File: config.mk
export PLATFORM = sky130hd
export DESIGN_NAME = sifo_top
export DESIGN_NICKNAME = d
export VERILOG_FILES = /design/src/rtl/sifo_debounce.v /design/src/rtl/sifo_top.v
export VERILOG_INCLUDE_DIRS = /design/src /design/src/rtl
export SDC_FILE = /design/constraint.sdc
export NUM_CORES = 1
export LEC_CHECK = 0
export BUFFER_PORTS_ARGS = -buffer_cell sky130_fd_sc_hd__buf_2
export CAP_MARGIN = 20
export CORE_ASPECT_RATIO = 1.2
export CORE_MARGIN = 3
export CORE_UTILIZATION = 40
export DETAILED_ROUTE_END_ITERATION = 8
export SETUP_SLACK_MARGIN = 0.4
export SLEW_MARGIN = 10
export SYNTH_ARGS = -nofsm -noshare
export SYNTH_HDL_FRONTEND = slang
export SYNTH_SLANG_ARGS = --single-unit
File: constraint.sdc
create_clock -name core_clk_in -period 5.1 [get_ports core_clk_in]
set_input_delay 0.765 -clock core_clk_in [delete_from_list [all_inputs] [get_ports core_clk_in]]
set_output_delay 0.765 -clock core_clk_in [all_outputs]
set_load 0.005 [all_outputs]
File: src/rtl/sifo_regs.vh
// register offsets, field layouts, reset values and timing counts of the input filter block
`ifndef SIFO_REGS_VH
`define SIFO_REGS_VH

// register word addresses on the plain port
`define SIFO_ADDR_W 4
`define SIFO_OFF_TIME_CODE 4'h0
`define SIFO_OFF_FILT_EN 4'h1
`define SIFO_OFF_INV_MASK 4'h2
`define SIFO_OFF_FIX_SEL 4'h3
`define SIFO_OFF_FIX_VAL 4'h4
`define SIFO_OFF_CTRL 4'h5
`define SIFO_OFF_IN_STATUS 4'h6
`define SIFO_OFF_OUT_STATUS 4'h7

// control register fields
`define SIFO_CTRL_INV_ALL 0
`define SIFO_CTRL_PIN_FILT 1
`define SIFO_CTRL_PAR_MUX 2

// reset values
`define SIFO_RST_TIME_CODE 3'h0
`define SIFO_RST_FILT_EN 4'h0
`define SIFO_RST_INV_MASK 4'h0
`define SIFO_RST_FIX_SEL 4'h0
`define SIFO_RST_FIX_VAL 4'h0
`define SIFO_RST_CTRL 3'h0

// time codes
`define SIFO_CODE_BUS_CYCLE 3'h7

// timing: base time in ns, clock period in ns, tolerance -1/16 (6.25 percent)
`define SIFO_CLK_PERIOD_NS 10
`define SIFO_BASE_TIME_NS 128000
`define SIFO_BLOCK_TIME_NS 256000
// least times round up; tolerance lets the count shrink by 1/16
`define SIFO_BASE_CYCLES ((`SIFO_BASE_TIME_NS * 15 / 16 + `SIFO_CLK_PERIOD_NS - 1) / `SIFO_CLK_PERIOD_NS)
`define SIFO_BLOCK_CYCLES ((`SIFO_BLOCK_TIME_NS * 15 / 16 + `SIFO_CLK_PERIOD_NS - 1) / `SIFO_CLK_PERIOD_NS)
`define SIFO_TMR_W 20

`endif

File: src/rtl/sifo_debounce.v
// one channel of the time-constant debounce filter
`timescale 1ns/1ns
module sifo_debounce (
   // clock and reset
   input wire core_clk_in,
   input wire rstn_in,
   // raw level and settle limit
   input wire raw_in,
   input wire [19:0] limit_in,
   // filtered level
   output wire filt_out
);
   reg cand_reg;
   reg filt_reg;
   reg [19:0] tmr_reg;

   assign filt_out = filt_reg;

   // candidate tracks the pin; timer restarts on every disagreement
   always @(posedge core_clk_in) begin
      if (!rstn_in) begin
         cand_reg <= 1'b0;
         filt_reg <= 1'b0;
         tmr_reg <= 20'h00000;
      end else if (raw_in != cand_reg) begin
         cand_reg <= raw_in;
         tmr_reg <= 20'h00000;
      end else if (tmr_reg >= limit_in) begin
         filt_reg <= cand_reg;
      end else begin
         tmr_reg <= tmr_reg + 20'h00001;
      end
   end
endmodule

File: src/rtl/sifo_top.v
// input debounce, inversion, bus-cycle confirmation and fixed output override
//
// Design decisions made here: strobed register access and the register offsets.
`timescale 1ns/1ns
`include "sifo_regs.vh"

module sifo_top (
   // clock and reset
   input wire core_clk_in,
   input wire rstn_in,
   // register port
   input wire [3:0] reg_addr_in,
   input wire [7:0] reg_wdata_in,
   input wire reg_wr_in,
   input wire reg_rd_in,
   output wire [7:0] reg_rdata_out,
   // input pins and parameter pin one
   input wire [3:0] data_in_pins_in,
   input wire parameter_pin_one_in,
   // exchange events from the slave logic
   input wire exch_sample_in,
   input wire exch_out_valid_in,
   input wire [3:0] exch_out_data_in,
   // answer data and output pins
   output wire [3:0] slave_resp_data_out,
   output wire [3:0] data_out_od_out,
   output wire [3:0] data_out_oen_out,
   output wire par_one_mux_excl_out
);
   // configuration registers
   reg [2:0] input_filter_time_code_reg;
   reg [3:0] input_filter_enable_mask_reg;
   reg [3:0] per_channel_invert_mask_reg;
   reg [3:0] fixed_output_select_mask_reg;
   reg [3:0] fixed_output_value_reg;
   reg [2:0] ctrl_reg;
   reg [7:0] rdata_reg;
   // pin synchronisers
   reg [3:0] din_s1_reg;
   reg [3:0] din_s2_reg;
   reg [3:0] din_s3_reg;
   reg [3:0] din_stable_reg;
   reg p1_s1_reg;
   reg p1_s2_reg;
   reg p1_s3_reg;
   reg p1_stable_reg;
   // bus-cycle filter state
   localparam ST_IDLE = 2'b01;
   localparam ST_BLOCK = 2'b10;
   reg [1:0] bc_state_reg;
   reg [1:0] bc_state_next;
   reg [19:0] bc_tmr_reg;
   reg [19:0] bc_tmr_next;
   reg [3:0] bc_last_reg;
   reg [3:0] bc_last_next;
   reg [3:0] bc_valid_reg;
   reg [3:0] bc_valid_next;
   // outputs
   reg [3:0] resp_reg;
   reg [3:0] dout_data_reg;
   reg [3:0] od_reg;
   reg [3:0] oen_reg;
   reg excl_reg;

   // sampling edge of the exchange event
   reg samp_prev_reg;
   // per-channel select results
   reg [3:0] resp_next;
   reg [3:0] drive_val;
   integer k;

   // combinational paths
   wire [3:0] inv_data;
   wire [3:0] time_filt;
   wire [3:0] filt_sel;
   wire sample_match;
   wire [19:0] time_limit;
   wire [31:0] block_full;
   wire [19:0] block_last;
   wire inv_all;
   wire pin_filt_flag;
   wire par_mux_cfg;
   wire bus_cycle_mode;
   wire filters_off;
   wire samp_edge;
   wire sample_ok;

   // settle count for a time code: base count doubled per step; the
   // bus-cycle code would overflow the timer, so it gets the top count
   function [19:0] sifo_limit;
      input [2:0] code;
      reg [31:0] full;
      reg [19:0] base;
      begin
         full = `SIFO_BASE_CYCLES;
         base = full[19:0];
         case (code)
            3'h0: sifo_limit = base - 20'h00001;
            3'h1: sifo_limit = (base << 1) - 20'h00001;
            3'h2: sifo_limit = (base << 2) - 20'h00001;
            3'h3: sifo_limit = (base << 3) - 20'h00001;
            3'h4: sifo_limit = (base << 4) - 20'h00001;
            3'h5: sifo_limit = (base << 5) - 20'h00001;
            3'h6: sifo_limit = (base << 6) - 20'h00001;
            default: sifo_limit = 20'hfffff;
         endcase
      end
   endfunction

   assign time_limit = sifo_limit(input_filter_time_code_reg);
   assign bus_cycle_mode = (input_filter_time_code_reg == `SIFO_CODE_BUS_CYCLE);

   // last count of the blocking window, cut to the timer width on purpose
   assign block_full = `SIFO_BLOCK_CYCLES - 32'h00000001;
   assign block_last = block_full[19:0];

   // control fields by name
   assign inv_all = ctrl_reg[`SIFO_CTRL_INV_ALL];
   assign pin_filt_flag = ctrl_reg[`SIFO_CTRL_PIN_FILT];
   assign par_mux_cfg = ctrl_reg[`SIFO_CTRL_PAR_MUX];

   // register writes
   always @(posedge core_clk_in) begin
      if (!rstn_in) begin
         input_filter_time_code_reg <= `SIFO_RST_TIME_CODE;
         input_filter_enable_mask_reg <= `SIFO_RST_FILT_EN;
         per_channel_invert_mask_reg <= `SIFO_RST_INV_MASK;
         fixed_output_select_mask_reg <= `SIFO_RST_FIX_SEL;
         fixed_output_value_reg <= `SIFO_RST_FIX_VAL;
         ctrl_reg <= `SIFO_RST_CTRL;
      end else if (reg_wr_in) begin
         case (reg_addr_in)
            `SIFO_OFF_TIME_CODE: input_filter_time_code_reg <= reg_wdata_in[2:0];
            `SIFO_OFF_FILT_EN: input_filter_enable_mask_reg <= reg_wdata_in[3:0];
            `SIFO_OFF_INV_MASK: per_channel_invert_mask_reg <= reg_wdata_in[3:0];
            `SIFO_OFF_FIX_SEL: fixed_output_select_mask_reg <= reg_wdata_in[3:0];
            `SIFO_OFF_FIX_VAL: fixed_output_value_reg <= reg_wdata_in[3:0];
            `SIFO_OFF_CTRL: ctrl_reg <= reg_wdata_in[2:0];
            default: ctrl_reg <= ctrl_reg; // unmapped writes are dropped
         endcase
      end
   end

   // register reads, data valid the cycle after the strobe; unmapped reads zero
   always @(posedge core_clk_in) begin
      if (!rstn_in) begin
         rdata_reg <= 8'h00;
      end else if (reg_rd_in) begin
         case (reg_addr_in)
            `SIFO_OFF_TIME_CODE: rdata_reg <= {5'h00, input_filter_time_code_reg};
            `SIFO_OFF_FILT_EN: rdata_reg <= {4'h0, input_filter_enable_mask_reg};
            `SIFO_OFF_INV_MASK: rdata_reg <= {4'h0, per_channel_invert_mask_reg};
            `SIFO_OFF_FIX_SEL: rdata_reg <= {4'h0, fixed_output_select_mask_reg};
            `SIFO_OFF_FIX_VAL: rdata_reg <= {4'h0, fixed_output_value_reg};
            `SIFO_OFF_CTRL: rdata_reg <= {5'h00, ctrl_reg};
            `SIFO_OFF_IN_STATUS: rdata_reg <= {din_stable_reg, resp_reg};
            `SIFO_OFF_OUT_STATUS: rdata_reg <= {oen_reg, dout_data_reg};
            default: rdata_reg <= 8'h00;
         endcase
      end else begin
         rdata_reg <= 8'h00;
      end
   end

   // three-stage pin sync; a level counts once stages two and three agree
   always @(posedge core_clk_in) begin
      if (!rstn_in) begin
         din_s1_reg <= 4'h0;
         din_s2_reg <= 4'h0;
         din_s3_reg <= 4'h0;
         din_stable_reg <= 4'h0;
      end else begin
         din_s1_reg <= data_in_pins_in;
         din_s2_reg <= din_s1_reg;
         din_s3_reg <= din_s2_reg;
         din_stable_reg <= (din_s2_reg & din_s3_reg) | (din_stable_reg & (din_s2_reg | din_s3_reg));
      end
   end

   // pin one the same way; the filter flag reads only the agreed level
   always @(posedge core_clk_in) begin
      if (!rstn_in) begin
         p1_s1_reg <= 1'b0;
         p1_s2_reg <= 1'b0;
         p1_s3_reg <= 1'b0;
         p1_stable_reg <= 1'b0;
      end else begin
         p1_s1_reg <= parameter_pin_one_in;
         p1_s2_reg <= p1_s1_reg;
         p1_s3_reg <= p1_s2_reg;
         if (p1_s2_reg == p1_s3_reg) begin
            p1_stable_reg <= p1_s3_reg;
         end
      end
   end

   // global invert overrides the mask; inversion sits ahead of filtering
   assign inv_data = inv_all ? ~din_stable_reg
      : din_stable_reg ^ per_channel_invert_mask_reg;

   // time-constant filters always run, whatever the mode
   genvar ch;
   generate
      for (ch = 0; ch < 4; ch = ch + 1) begin : g_ch
         sifo_debounce u_deb (
            .core_clk_in(core_clk_in),
            .rstn_in(rstn_in),
            .raw_in(inv_data[ch]),
            .limit_in(time_limit),
            .filt_out(time_filt[ch])
         );
      end
   endgenerate

   // a held event line counts once; otherwise it would resample after the window
   always @(posedge core_clk_in) begin
      if (!rstn_in) begin
         samp_prev_reg <= 1'b0;
      end else begin
         samp_prev_reg <= exch_sample_in;
      end
   end
   assign samp_edge = exch_sample_in & ~samp_prev_reg;

   // bus-cycle confirmation: two equal samples, then a blocking window
   assign sample_ok = samp_edge && (bc_state_reg == ST_IDLE);
   assign sample_match = (inv_data == bc_last_reg);
   always @* begin
      bc_state_next = bc_state_reg;
      bc_tmr_next = bc_tmr_reg;
      bc_last_next = bc_last_reg;
      bc_valid_next = bc_valid_reg;
      case (bc_state_reg)
         ST_IDLE: begin
            if (sample_ok) begin
               bc_last_next = inv_data;
               bc_valid_next = sample_match ? inv_data : bc_valid_reg;
               bc_state_next = ST_BLOCK;
               bc_tmr_next = 20'h00000;
            end
         end
         ST_BLOCK: begin
            // repeated requests in this window cannot validate data
            if (bc_tmr_reg >= block_last) begin
               bc_state_next = ST_IDLE;
            end else begin
               bc_tmr_next = bc_tmr_reg + 20'h00001;
            end
         end
         default: bc_state_next = ST_IDLE;
      endcase
   end

   always @(posedge core_clk_in) begin
      if (!rstn_in) begin
         bc_state_reg <= ST_IDLE;
         bc_tmr_reg <= 20'h00000;
         bc_last_reg <= 4'h0;
         bc_valid_reg <= 4'h0;
      end else begin
         bc_state_reg <= bc_state_next;
         bc_tmr_reg <= bc_tmr_next;
         bc_last_reg <= bc_last_next;
         bc_valid_reg <= bc_valid_next;
      end
   end

   // pin one high bypasses filters only when the pin flag is set
   assign filters_off = pin_filt_flag & p1_stable_reg;
   assign filt_sel = bus_cycle_mode ? bc_valid_reg : time_filt;

   // per channel: bit k of every mask serves input and output channel k
   always @* begin
      resp_next = 4'h0;
      drive_val = 4'h0;
      for (k = 0; k < 4; k = k + 1) begin
         if (filters_off) begin
            resp_next[k] = inv_data[k];
         end else if (input_filter_enable_mask_reg[k]) begin
            resp_next[k] = filt_sel[k];
         end else begin
            resp_next[k] = inv_data[k];
         end
         // fixed value replaces exchange data, same index in both masks
         if (fixed_output_select_mask_reg[k]) begin
            drive_val[k] = fixed_output_value_reg[k];
         end else begin
            drive_val[k] = dout_data_reg[k];
         end
      end
   end

   // answer data; filters start from zero after reset
   always @(posedge core_clk_in) begin
      if (!rstn_in) begin
         resp_reg <= 4'h0;
      end else begin
         resp_reg <= resp_next;
      end
   end

   // exchange data latch; reset leaves every output released
   always @(posedge core_clk_in) begin
      if (!rstn_in) begin
         dout_data_reg <= 4'hf;
      end else if (exch_out_valid_in) begin
         dout_data_reg <= exch_out_data_in;
      end
   end

   // output pins; open drain pulls low for a zero, released otherwise
   always @(posedge core_clk_in) begin
      if (!rstn_in) begin
         od_reg <= 4'h0;
         oen_reg <= 4'hf;
      end else begin
         od_reg <= 4'h0;
         oen_reg <= drive_val; // low enable drives the low level
      end
   end

   // keep pin one out of multiplexing while it steers the filters
   always @(posedge core_clk_in) begin
      if (!rstn_in) begin
         excl_reg <= 1'b0;
      end else begin
         excl_reg <= pin_filt_flag & par_mux_cfg;
      end
   end

   assign reg_rdata_out = rdata_reg;
   assign slave_resp_data_out = resp_reg;
   assign data_out_od_out = od_reg;
   assign data_out_oen_out = oen_reg;
   assign par_one_mux_excl_out = excl_reg;
endmodule

==> results.json <==
{
  "cts_tree": "yes",
  "cp-end-kind": "register",
  "viasPerCell": 5.55,
  "die_h_um": 174,
  "dpl.hpwl_mm": 15.4,
  "power.density_nw_per_um2": 281,
  "start_kind": "register",
  "reg2regPathDepth": 9,
  "root_buffer": "clkbuf_16",
  "drtIter0Drc": 331,
  "multi_input_area_um2": 5510,
  "start_util": 0.413,
  "drive_gt1_frac": 0.103,
  "ctsHoldBuffers": 0,
  "max_slew.worst_pin.slew_ps": 1020,
  "clock_skew_ps": 14.9,
  "total_power_mw": 2.96,
  "grt-ovfl-total": 0,
  "ys_types": 72,
  "synth_edf_count": 0,
  "globalplace.congestion": 0.797,
  "cp_top_family": "simple AND/OR/NAND/NOR gates",
  "hold_depth": 1,
  "crit_arrival_ps": 4350,
  "async_flop_share": 0,
  "relSlewSlack": 0.321,
  "timing.rr.end": "g_ch[3].u_deb.tmr_reg[11]",
  "post-cts-setup-buffers": 0,
  "ant_nets": 0,
  "nNetsFinal": 1168,
  "largest_reg_flops": 80,
  "clk_path_buf_depth": 2,
  "die_area_um2": 25500,
  "path_class": "reg -> reg",
  "min_from": "din_s1_reg[3]",
  "syn-instance-count": 1063,
  "ctsResizeCount": 0,
  "synth_area_um2": 9440,
  "timing.setup.tns_ps": 0,
  "rr_startpoint": "input_filter_time_code_reg[1]",
  "synthFlopType": "dfxtp_1",
  "p_leak_nw": 4.16,
  "fmax_ghz": 0.249,
  "vdd_ir_drop_max_uv": 193,
  "drc": 0,
  "cts.clk_slew.worst_paths_ps": 70,
  "antenna_found_initial": 0,
  "critPathMaxStageDelay_ps": 800,
  "num_vias": 7834,
  "grt_pass1_vias": 7309,
  "drv_cap": 0,
  "cpMaxStageDelayCell": "nor3b_2",
  "cpMostUsedCell": "a211oi_1",
  "final_common_cell": "dfxtp_1",
  "synth.yosys.seq_area_share": 0.386,
  "io_buffers": 39,
  "final.fill_count": 2284,
  "rsz0062_at_grt": "no",
  "core-area_um2": 22800,
  "firstDrtPassIters": 6,
  "status": "finished clean",
  "grt_util_all_layers": 0.170,
  "avgSynthCellArea_um2": 8.88,
  "ff_latch_area_um2": 3640,
  "setup_viol": 0,
  "critPathBufInv": 1,
  "fp.dieW_um": 146,
  "ys_warn_count": 0,
  "whs_endpoint": "din_s2_reg[3]",
  "hold_path_class": "reg -> reg",
  "required_ps": 5450,
  "drt-total-wl_mm": 21.6,
  "grt_max_degree": 45,
  "cts_buffers": 17,
  "area_growth_pct": 11.5,
  "path_max_fanout": 23,
  "drv_slew": 0,
  "cts_sinks": 182,
  "synth-seq-cells": 182,
  "hold_viol_final": 0,
  "fin_crit_ps": 4010,
  "clock_latency_ps": 440,
  "avgRoutedWirePerCell_um": 15.3,
  "pin_count": 48,
  "grt_pass1_wl_mm": 36.4,
  "cp_cell_sequence": "nor3b_2 -> ha_1 -> o2111ai_1 -> a211oi_1 -> a211oi_1 -> o21ai_2 -> buf_4 -> or4_1 -> a21oi_1",
  "core.rowCount": 60,
  "fin_crit_sh": 0.786,
  "mostFrequentLayoutCells": "dfxtp_1 (182), nor2_1 (101), nand2_1 (80)",
  "htreeDepth": 4,
  "antenna_cells": 0,
  "regToRegSetupSlack_ps": 1090
}
==> through the flow <==
step,hold WS [ps],std cells,util,worst slack (ps),area [um2]
after floorplan,412,1066,-,1880,9450
after global placement,414,1379,0.435,1210,9920
after detailed placement,419,1379,0.435,1140,9920
after CTS,437,1411,0.461,1110,10500
after global routing,447,1411,0.461,717,10500
final,436,1411,0.461,1090,10500
==> synthesized netlist by cell type, types with 24 or more instances <==
| cell type | number | area, um2 |
|---|---|---|
| dfxtp_1 | 182 | 3640 |
| nor2_1 | 101 | 379 |
| nand2_1 | 80 | 300 |
| a21oi_1 | 73 | 365 |
| mux2i_1 | 56 | 561 |
| ha_1 | 53 | 663 |
| nand3_1 | 43 | 215 |
| o21ai_0 | 38 | 190 |
| or4_1 | 33 | 248 |
| and2_1 | 32 | 200 |
| clkbuf_1 | 28 | 105 |
| o31ai_1 | 24 | 180 |
==> how the worst max path moves through the flow <==
stage	from	to	slack [ps]	cells after the start
2_1_floorplan	input_filter_time_code_reg[2]	g_ch[1].u_deb.tmr_reg[12]	1880	12
3_3_place_gp	input_filter_time_code_reg[1]	g_ch[0].u_deb.tmr_reg[18]	1210	9
3_5_place_dp	input_filter_time_code_reg[1]	g_ch[3].u_deb.tmr_reg[11]	1140	9
4_1_cts	input_filter_time_code_reg[1]	g_ch[3].u_deb.tmr_reg[11]	1110	9
5_1_grt	input_filter_time_code_reg[1]	g_ch[3].u_deb.tmr_reg[11]	720	9
6_report	input_filter_time_code_reg[1]	g_ch[3].u_deb.tmr_reg[11]	1090	9
==> power by group <==
| part | internal (mW) | switching (mW) |
|---|---|---|
| registers | 1.45 | 0.0208 |
| logic | 0.0572 | 0.0924 |
| clock network | 0.706 | 0.634 |
| total | 2.21 | 0.747 |
==> worst reg2reg max path, cell delays in order, from the launching register on <==
cell,delay [ps]
dfxtp_1,730
nor3b_2,810
ha_1,360
o2111ai_1,170
a211oi_1,60
a211oi_1,470
o21ai_2,370
buf_4,310
or4_1,500
a21oi_1,160
==> layout make-up <==
| class | instances | area share |
|---|---|---|
| repair buffers | 53 | 0.0285 |
| clock inverters | 14 | 0.0163 |
| flip-flops and latches | 182 | 0.346 |
| well taps | 310 | 0.0369 |
| multi-input cells | 812 | 0.523 |
| clock buffers | 18 | 0.0408 |
| inverters | 22 | 0.00785 |
==> layer usage <==
metal / global-route usage / part of all wire / up-vias
li1: - / - / 3987
met4: 0.0388 / 0.010 / 0
met3: 0.0310 / 0.031 / 20
met2: 0.299 / 0.50 / 105
met5: 0 / 0 / -
met1: 0.218 / 0.46 / 3722
==> cells by family (layout without fill, tap and decap cells) <==
kind of cell	count (synthesis)	in the layout	share of synthesized area
compound gates	242	242	0.172
xor+xnor	44	44	0.0408
fa+ha+maj	53	53	0.0703
buf+inv	72	107	0.0325
flops	182	182	0.386
mux	63	63	0.0725
other cells	1	4	0.000397
simple gates	406	406	0.225
No activity file was read; power rests on OpenSTA's default activity.
